**src/ztbu_pkg.sv**
```systemverilog
`default_nettype none
package ztbu_pkg;
  // Branch kinds handled by the unit
  typedef enum logic [2:0] {
    OP_SHORT_BRANCH_IF_ZERO,
    OP_SHORT_BRANCH_IF_NONZERO,
    OP_COMPACT_BRANCH_IF_ZERO,
    OP_COMPACT_BRANCH_IF_NONZERO,
    OP_CALL_IF_NONNEGATIVE_SHORT_SLOT,
    OP_CALL_IF_NEGATIVE_SHORT_SLOT
  } ztbu_op_e;

  // Widths
  localparam int REGISTER_WIDTH = 32;
  localparam int SHORT_OFFSET_WIDTH = 7;
  localparam int LONG_OFFSET_WIDTH = 16;

  // Address increments
  localparam logic [31:0] SHORT_SLOT_INC = 32'h0000_0002;
  localparam logic [31:0] NEXT_WORD_INC = 32'h0000_0004;
  localparam logic [31:0] LINK_INC = 32'h0000_0006;

  // Register numbers
  localparam logic [4:0] LINK_REG = 5'h1f;
  localparam logic [4:0] ZERO_REG = 5'h00;
  localparam logic [4:0] SHORT_SEL_REG0 = 5'h10;
  localparam logic [4:0] SHORT_SEL_REG1 = 5'h11;

  // Values after reset
  localparam logic [31:0] RESET_WORD = 32'h0000_0000;
  localparam logic [4:0] RESET_REG = 5'h00;

  // Three-bit selector to register number
  function automatic logic [4:0] map_short_sel(input logic [2:0] sel);
    logic [4:0] reg_num;
    reg_num = {2'b00, sel};
    if (sel == 3'h0) begin
      reg_num = SHORT_SEL_REG0;
    end else if (sel == 3'h1) begin
      reg_num = SHORT_SEL_REG1;
    end
    return reg_num;
  endfunction

  // Delay-slot kinds redirect only after the slot retires
  function automatic logic has_slot(input ztbu_op_e op);
    return !(op == OP_COMPACT_BRANCH_IF_ZERO || op == OP_COMPACT_BRANCH_IF_NONZERO);
  endfunction

  // Forms that write the return link
  function automatic logic is_call(input ztbu_op_e op);
    return op == OP_CALL_IF_NONNEGATIVE_SHORT_SLOT || op == OP_CALL_IF_NEGATIVE_SHORT_SLOT;
  endfunction
endpackage
`default_nettype wire

```
**src/ztbu_eval.sv**
```systemverilog
`default_nettype none
// Condition and target arithmetic, purely combinational
module ztbu_eval (
  // Branch being resolved
  input wire ztbu_pkg::ztbu_op_e op_in,
  input wire logic [31:0] pc_in,
  input wire logic [15:0] offset_in,
  // Tested register value
  input wire logic [31:0] value_in,
  // Result
  output logic taken_out,
  output logic [31:0] target_out
);
  // Scaled displacements, sign-extended to full width
  logic [31:0] short_disp;
  logic [31:0] long_disp;
  logic value_zero;

  assign short_disp = {{24{offset_in[6]}}, offset_in[6:0], 1'b0};
  assign long_disp = {{15{offset_in[15]}}, offset_in, 1'b0};
  assign value_zero = (value_in == 32'h0000_0000);

  // Pick condition and base address per kind; no fault is ever raised here
  always_comb begin
    taken_out = 1'b0;
    target_out = pc_in;
    case (op_in)
      ztbu_pkg::OP_SHORT_BRANCH_IF_ZERO: begin
        taken_out = value_zero;
        target_out = pc_in + ztbu_pkg::SHORT_SLOT_INC + short_disp;
      end
      ztbu_pkg::OP_SHORT_BRANCH_IF_NONZERO: begin
        taken_out = !value_zero;
        target_out = pc_in + ztbu_pkg::SHORT_SLOT_INC + short_disp;
      end
      ztbu_pkg::OP_COMPACT_BRANCH_IF_ZERO: begin
        taken_out = value_zero;
        target_out = pc_in + ztbu_pkg::NEXT_WORD_INC + long_disp;
      end
      ztbu_pkg::OP_COMPACT_BRANCH_IF_NONZERO: begin
        taken_out = !value_zero;
        target_out = pc_in + ztbu_pkg::NEXT_WORD_INC + long_disp;
      end
      ztbu_pkg::OP_CALL_IF_NONNEGATIVE_SHORT_SLOT: begin
        taken_out = !value_in[31];
        target_out = pc_in + ztbu_pkg::NEXT_WORD_INC + long_disp;
      end
      ztbu_pkg::OP_CALL_IF_NEGATIVE_SHORT_SLOT: begin
        taken_out = value_in[31];
        target_out = pc_in + ztbu_pkg::NEXT_WORD_INC + long_disp;
      end
      default: begin
        taken_out = 1'b0;
        target_out = pc_in;
      end
    endcase
  end
endmodule
`default_nettype wire

```
**src/ztbu_unit.sv**
```systemverilog
`default_nettype none
module ztbu_unit (
  // Clock and reset
  input wire logic sys_clk_in,
  input wire logic rstn_in,
  // Branch issue from decode
  input wire logic issue_valid_in,
  input wire ztbu_pkg::ztbu_op_e issue_op_in,
  input wire logic [31:0] issue_pc_in,
  input wire logic [15:0] issue_offset_in,
  input wire logic [4:0] issue_sel_in,
  // Register file read
  input wire logic [31:0] rf_data_in,
  output logic rf_read_out,
  output logic [4:0] rf_addr_out,
  // Delay slot retirement
  input wire logic slot_retired_in,
  // Return link write
  output logic link_we_out,
  output logic [4:0] link_addr_out,
  output logic [31:0] link_data_out,
  // Fetch redirect
  output logic redirect_out,
  output logic [31:0] redirect_pc_out,
  output logic squash_out,
  // Status
  output logic busy_out
);
  // Sequencer states
  typedef enum logic [1:0] {ST_IDLE, ST_READ, ST_SLOT} ztbu_state_e;

  ztbu_state_e state; // Current step
  ztbu_state_e next_state; // Step for next edge
  ztbu_pkg::ztbu_op_e op_q; // Branch kind held
  logic [31:0] pc_q; // Branch address held
  logic [15:0] offset_q; // Offset field held
  logic taken_q; // Condition kept across the slot
  logic [31:0] target_q; // Target kept across the slot
  logic [31:0] tested_value; // Register value as seen by the test
  logic eval_taken; // Condition this cycle
  logic [31:0] eval_target; // Target this cycle
  logic issue_take; // Issue accepted this cycle

  assign issue_take = (state == ST_IDLE) && issue_valid_in;

  // Register 0 reads as zero regardless of what the file returns
  assign tested_value = (rf_addr_out == ztbu_pkg::ZERO_REG) ? 32'h0000_0000 : rf_data_in;

  // Arithmetic shared by all kinds
  ztbu_eval u_eval (
    .op_in(op_q),
    .pc_in(pc_q),
    .offset_in(offset_q),
    .value_in(tested_value),
    .taken_out(eval_taken),
    .target_out(eval_target)
  );

  // Step sequencing
  always_comb begin
    next_state = state;
    case (state)
      ST_IDLE: begin
        if (issue_valid_in) begin
          next_state = ST_READ;
        end
      end
      ST_READ: begin
        // Slot kinds must wait for the slot before redirecting
        next_state = ztbu_pkg::has_slot(op_q) ? ST_SLOT : ST_IDLE;
      end
      ST_SLOT: begin
        if (slot_retired_in) begin
          next_state = ST_IDLE;
        end
      end
      default: next_state = ST_IDLE;
    endcase
  end

  // State register
  always_ff @(posedge sys_clk_in or negedge rstn_in) begin
    if (!rstn_in) begin
      state <= ST_IDLE;
    end else begin
      state <= next_state;
    end
  end

  // Capture issue fields; the decoder holds nothing after handing over
  always_ff @(posedge sys_clk_in or negedge rstn_in) begin
    if (!rstn_in) begin
      op_q <= ztbu_pkg::OP_SHORT_BRANCH_IF_ZERO;
      pc_q <= ztbu_pkg::RESET_WORD;
      offset_q <= 16'h0000;
    end else if (issue_take) begin
      op_q <= issue_op_in;
      pc_q <= issue_pc_in;
      offset_q <= issue_offset_in;
    end
  end

  // Register file address; short forms use the narrow selector
  always_ff @(posedge sys_clk_in or negedge rstn_in) begin
    if (!rstn_in) begin
      rf_read_out <= 1'b0;
      rf_addr_out <= ztbu_pkg::RESET_REG;
    end else begin
      rf_read_out <= issue_take;
      if (issue_take) begin
        if (issue_op_in == ztbu_pkg::OP_SHORT_BRANCH_IF_ZERO ||
            issue_op_in == ztbu_pkg::OP_SHORT_BRANCH_IF_NONZERO) begin
          rf_addr_out <= ztbu_pkg::map_short_sel(issue_sel_in[2:0]);
        end else begin
          rf_addr_out <= issue_sel_in;
        end
      end
    end
  end

  // Keep condition and target for the step after the slot
  always_ff @(posedge sys_clk_in or negedge rstn_in) begin
    if (!rstn_in) begin
      taken_q <= 1'b0;
      target_q <= ztbu_pkg::RESET_WORD;
    end else if (state == ST_READ) begin
      taken_q <= eval_taken;
      target_q <= eval_target;
    end
  end

  // Return link, written whether or not the call is taken
  always_ff @(posedge sys_clk_in or negedge rstn_in) begin
    if (!rstn_in) begin
      link_we_out <= 1'b0;
      link_addr_out <= ztbu_pkg::RESET_REG;
      link_data_out <= ztbu_pkg::RESET_WORD;
    end else begin
      link_we_out <= (state == ST_READ) && ztbu_pkg::is_call(op_q);
      if (state == ST_READ) begin
        link_addr_out <= ztbu_pkg::LINK_REG;
        link_data_out <= pc_q + ztbu_pkg::LINK_INC;
      end
    end
  end

  // Fetch redirect: compact at once, slot kinds after the slot retires
  always_ff @(posedge sys_clk_in or negedge rstn_in) begin
    if (!rstn_in) begin
      redirect_out <= 1'b0;
      redirect_pc_out <= ztbu_pkg::RESET_WORD;
      squash_out <= 1'b0;
    end else begin
      redirect_out <= 1'b0;
      squash_out <= 1'b0;
      if (state == ST_READ && !ztbu_pkg::has_slot(op_q) && eval_taken) begin
        redirect_out <= 1'b1;
        redirect_pc_out <= eval_target;
        squash_out <= 1'b1;
      end else if (state == ST_SLOT && slot_retired_in && taken_q) begin
        redirect_out <= 1'b1;
        redirect_pc_out <= target_q;
      end
    end
  end

  // Busy from issue until the branch is fully resolved
  always_ff @(posedge sys_clk_in or negedge rstn_in) begin
    if (!rstn_in) begin
      busy_out <= 1'b0;
    end else begin
      busy_out <= (next_state != ST_IDLE);
    end
  end
endmodule
`default_nettype wire

```
**config.mk**
```make
export PLATFORM = sky130hd
export DESIGN_NAME = ztbu_unit
export DESIGN_NICKNAME = d
export VERILOG_FILES = /design/src/ztbu_pkg.sv /design/src/ztbu_eval.sv /design/src/ztbu_unit.sv
export SDC_FILE = /design/constraint.sdc
export NUM_CORES = 1
export LEC_CHECK = 0
export BUFFER_PORTS_ARGS = -buffer_cell sky130_fd_sc_hd__buf_2
export CAP_MARGIN = 20
export CORE_ASPECT_RATIO = 0.9
export CORE_MARGIN = 8
export CORE_UTILIZATION = 35
export CTS_CLUSTER_DIAMETER = 150
export DETAILED_ROUTE_END_ITERATION = 10
export PLACE_DENSITY = 0.53
export SYNTH_ARGS = -nofsm -noshare
export SYNTH_HDL_FRONTEND = slang
export SYNTH_SLANG_ARGS = --single-unit
```
**constraint.sdc**
```tcl
create_clock -name sys_clk_in -period 3.8 [get_ports sys_clk_in]
set_input_delay 0.19 -clock sys_clk_in [delete_from_list [all_inputs] [get_ports sys_clk_in]]
set_output_delay 0.19 -clock sys_clk_in [all_outputs]
set_load 0.005 [all_outputs]
```
**Word-level counts from Yosys, hierarchy flattened**

Index checks and enable logic that the tools add are counted.

- Add/sub/neg operators: 5
- Eq/ne operators: 9
- Muxes and demuxes: 15
- Reductions and logical operators: 23

Operators with widths:

| kind | number |
|---|---|
| $mux W32 | 3 |
| $add A32 B3 Y32 const B | 2 |
| $add A32 B32 Y32 | 2 |
| $pmux W32 S2 | 1 |
| $add A32 B2 Y32 const B | 1 |
| $logic_not A32 Y1 | 1 |
| $mux W5 | 3 |
| $eq A3 B1 Y1 const B | 3 |
| $logic_not A3 Y1 | 3 |
| $eq A3 B2 Y1 const B | 2 |
| $eq A3 B3 Y1 const B | 2 |
| $logic_and A1 B1 Y1 | 6 |
| $mux W2 | 3 |
| $pmux W2 S3 | 1 |
| $reduce_or A2 Y1 | 3 |
| $logic_not A5 Y1 | 1 |
| $pmux W1 S4 | 1 |
| $reduce_bool A2 Y1 | 2 |
| $reduce_or A4 Y1 | 1 |
| $logic_or A1 B1 Y1 | 3 |
| $mux W1 | 3 |
| $eq A2 B1 Y1 const B | 1 |
| $eq A2 B2 Y1 const B | 1 |
| $logic_not A1 Y1 | 2 |
| $logic_not A2 Y1 | 1 |

- Register bits after elaboration: 161
- Bits of input ports: 92
- Output and inout port bits: 79
- Word-level logic and storage cells: 67

**Logic depth before layout (Yosys ltp)**

- Word-level depth: 7
- Gate-level depth with buffers: 15
- Gate-level depth less buffers: 15

**Modules after synthesis**

Synthesis repeated with hierarchy kept, for this count alone.

- Cell total of the unflattened synthesis: 1,305
- Area total of the unflattened synthesis: 11,581.1 sq um

Modules (own cells, without submodules):

| module | times used | cells an instance | area an instance (sq um) | sequential area each (sq um) |
|---|---|---|---|---|
| ztbu_unit | 1 | 677 | 7,045.5 | 4,028.9 |
| ztbu_eval | 1 | 628 | 4,535.6 | 0.0 |

**Worst setup path before layout**

OpenSTA, ideal clock, no wires.

- Path type: register to register
- Start point: reg offset_q[6]
- End point: reg target_q[31]
- Library setup time: 119 ps
- Data arrival time: 3,379 ps
- Data required time: 3,681 ps
- Path slack: 302 ps
- Stages on the path, launching flop included: 14
- Path buffers: 1
- Cell sequence: dfrtp_1 -> ha_1 -> ha_1 -> clkbuf_1 -> a21oi_1 -> o21ai_0 -> a221o_1 -> a21oi_2 -> o21ai_1 -> a21o_1 -> a311oi_1 -> xnor2_1 -> o221ai_1 -> o21a_1

- Longest elaborated chain between the ends: 2
- Elaborated cells between the ends (all ways): 3
- Those cells by class: add/sub (2); mux (1)

RTL lines:

| element | line | RTL |
|---|---|---|
| from (decl) | ztbu_unit.sv:36 | `logic [15:0] offset_q;` |
| from (signal assigned) | ztbu_unit.sv:99 | `offset_q <= issue_offset_in;` |
| $add A32 B32 Y32 (on tied branches) | n/a |  |
| $pmux W32 S2 (*) | ztbu_eval.sv:27 | `case (op_in)` |
| to (signal assigned) | ztbu_unit.sv:125 | `target_q <= ztbu_pkg::RESET_WORD;` |
| to (signal assigned) | ztbu_unit.sv:128 | `target_q <= eval_target;` |
| to (decl) | ztbu_unit.sv:38 | `logic [31:0] target_q;` |

Mark *: on every way between the ends. The rest lies on a longest branch, timed or not.
A chain may end at the register's enable or synchronous reset.

**Worst setup path in the final report**

- Start point: reg offset_q[5]
- End point: reg target_q[30]

The elaborated chain is that of the path after synthesis.

==> summary.md <==
| Metric | Value |
|---|---|
| Area of the multi-input gates | `6860 sq um` |
| DRT antenna net count | `0` |
| ANT cells | `0` |
| First-pass GRT wire length | `55,900 um` |
| Final setup violation count | `0` |
| Initial Utilization | `0.353` |
| Vias | `10,000` |
| Unrepaired setup endpoints after global routing | `no` |
| HP Start | `issue_op_in[2]` |
| Residual DRC | `0` |
| Synth unique cells | `67` |
| Die X | `205 um` |
| Reg2reg start | `offset_q[5]` |
| CTS tree | `done` |
| Total track usage | `0.186` |
| Starting DRT DRC Count | `578` |
| Placed Cells incl. Taps | `1,810` |
| Max_slew headroom | `0.297` |
| Period utilization | `0.949` |
| Die height | `186 um` |
| EDFF count, synth | `0` |
| Top-area cell type share of the netlist area | `0.360` |
| Status | `complete, no violations` |
| Placement row count | `62` |
| Synthesized flop and latch total | `161` |
| Clock root buffer | `clkbuf_16` |
| Routability cong. | `0.877` |
| Vias in the first global route | `9,750` |
| First-pass iteration count of the detailed router | `5` |
| FFs w/ async S/R, synth | `1.00` |
| WS Path Type | `register to register` |
| Cell taking the most area after synthesis | `dfrtp_1` |
| Grt ovf | `0` |
| Tmin final | `3.61 ns` |
| Area growth from synthesis to layout | `24.2%` |
| Worst EP arrival | `3.99 ns` |
| Crit. End Element | `register` |
| Required time worst endpoint | `4.19 ns` |
| Die Area | `38,000 sq um` |
| Layout Skew | `0.0134 ns` |
| Core area | `31,700 sq um` |
| Fmax achieved | `0.277 GHz` |
| Sequential fraction of the synthesis area | `0.360` |
| Slew at the pin closest to its max-slew limit | `1.05 ns` |
| Syn_nets | `1,442` |
| CP max FO | `6` |
| Via/cell ratio | `5.27` |
| Max Buffers Root-to-Sink | `2` |
| Synth Area per Inst | `9.03 sq um` |
| Syn Inst Count | `1,241` |
| Clk pin slew, worst setup/hold paths | `0.07 ns` |
| Skew-Pair Late Insertion Delay | `0.45 ns` |
| Maximum number of pins on one net before global-route repair | `78` |
| Top post-synthesis cells by area | `dfrtp_1 36%, ha_1 12%, nand2_1 6.2%, mux2_2 5.0%, o21ai_0 4.8%` |
| Max-slew violations | `0` |
| CTS sink cnt | `161` |
| Initial antenna violation count | `0` |
| CTS buffer count | `17` |
| Total Wirelength | `35,500 um` |
| Fill cells | `3,147` |
| Port Buf Inserts | `170` |
| Top Ports | `171` |
| Average wire per standard cell | `18.7 um` |
| Max-cap viol count | `0` |
| Nets | `1,670` |
| Layout cells sized above 1 | `0.225` |
| Syn Std Cell Area | `11,200 sq um` |
| Final Hold Viols | `0` |
| DP HPWL | `26,900 um` |
| Reg area | `4030 sq um` |
| CP startpoint | `offset_q[5]` |
| Setup tns final | `0 ns` |
| Ys flop type | `dfrtp_1` |
| H-tree levels | `4` |
| Hold WC Path Type | `primary input to register` |
| Non-filler cells in the finished layout | `1,898` |
| Yosys Warn Count | `0` |
| CP startpoint kind | `register` |
[routing by layer]
layer / routed length, um / track usage / up-vias
li1: - / - / 4936
met1: 18800 / 0.283 / 4819
met2: 14900 / 0.270 / 222
met3: 1410 / 0.0294 / 23
met4: 429 / 0.0463 / 0
met5: 0 / 0 / -
[logic make-up after synthesis]
| logic type | Yosys count | share of synthesized area |
|---|---|---|
| buf+inv | 93 | 0.0326 |
| compound gates | 346 | 0.197 |
| fa+ha+maj | 110 | 0.123 |
| xor+xnor | 87 | 0.0687 |
| simple gates | 381 | 0.158 |
| flops | 161 | 0.360 |
| mux | 63 | 0.0619 |
[worst paths after layout]
path | endpoint | slack, ns | depth (start not counted)
max in group asynchronous | target_q[10] | 2.55 | 3
worst min register to register | link_data_out[29] | 0.47 | 2
worst max-delay path | target_q[30] | 0.19 | 12
min in group asynchronous | link_data_out[31] | 0.35 | 2
worst max register to register | target_q[30] | 0.19 | 12
worst min-delay path | op_q[2] | 0.03 | 3
[worst max-delay path: stages, from the launching register on]
cell	delay, ns
dfrtp_1	0.40
ha_1	0.30
ha_2	0.23
nor2b_1	0.15
o21a_1	0.23
a31o_1	0.25
o21ai_2	0.24
o31ai_2	0.13
a221o_1	0.38
a221o_1	0.36
a221oi_2	0.34
mux2i_1	0.33
o22a_1	0.19
[stage by stage]
stage                      util  cell area [sq um]  setup slack, ns  hold slack [ns]
final                     0.439              13900            0.194           0.0306
after global routing      0.439              13900          0.00302           0.0302
after CTS                 0.437              13900            0.183           0.0202
after detailed placement  0.401              12700            0.222            0.286
after global placement    0.401              12700            0.190            0.284
after floorplan               -              11200            0.302           -0.106
[state kept, by name, summed over array words and instances, names as in the netlist, 2 cells and up]
name / count
offset_q: 16
redirect_pc_out: 32
link_data_out: 32
pc_q: 32
op_q: 3
state: 2
target_q: 32
rf_addr_out: 5
[cells in the mapped netlist, types with 15 or more instances]
cell type and number:
xnor2_1 41, clkbuf_1 61, nand3_1 27, xor2_1 45
o21ai_0 108, a21oi_1 75, dfrtp_1 161, a31oi_1 17
nand4_1 15, a21o_1 34, mux2_2 50, inv_1 25
nand2_1 186, ha_1 109, and3_1 36, nor2_1 53
[placed cells by master, fill, tap and decap left out, drive strengths merged, types with 7 or more instances in the layout]
cell / n
and2: 9
xor2: 46
o21ai: 116
nand4: 15
o21bai: 9
a221o: 8
o21a: 8
nor4: 10
a21o: 34
buf: 223
nand3: 27
o211ai: 11
inv: 32
a21oi: 77
and3: 36
a211oi: 7
nor2b: 10
a31oi: 17
xnor2: 41
nor2: 53
dlygate4sd3: 54
nand2b: 12
dfrtp: 161
mux2i: 13
mux2: 50
ha: 109
a22oi: 13
clkbuf: 19
nand2: 186
[repair_timing]
| action | 4_1_cts | 5_1_grt |
|---|---|---|
| setup endpoints to repair | 0 | 7 |
| hold buffers | 54 | 0 |
| buffers inserted | 0 | 2 |
| hold endpoints to repair | 128 | 0 |
| gates resized for setup | 0 | 11 |
[cell type report]
| cell class | instances | area share |
|---|---|---|
| clock buffer | 19 | 0.0311 |
| clock inverter | 13 | 0.0122 |
| inverter | 25 | 0.00674 |
| multi-input combinational | 987 | 0.493 |
| sequential | 161 | 0.290 |
| tap | 416 | 0.0374 |
| timing repair buffer | 277 | 0.130 |
Power is left out: the tool's default activity adds up to more than one toggle a clock period on the data nets, which glitch-free logic cannot reach.
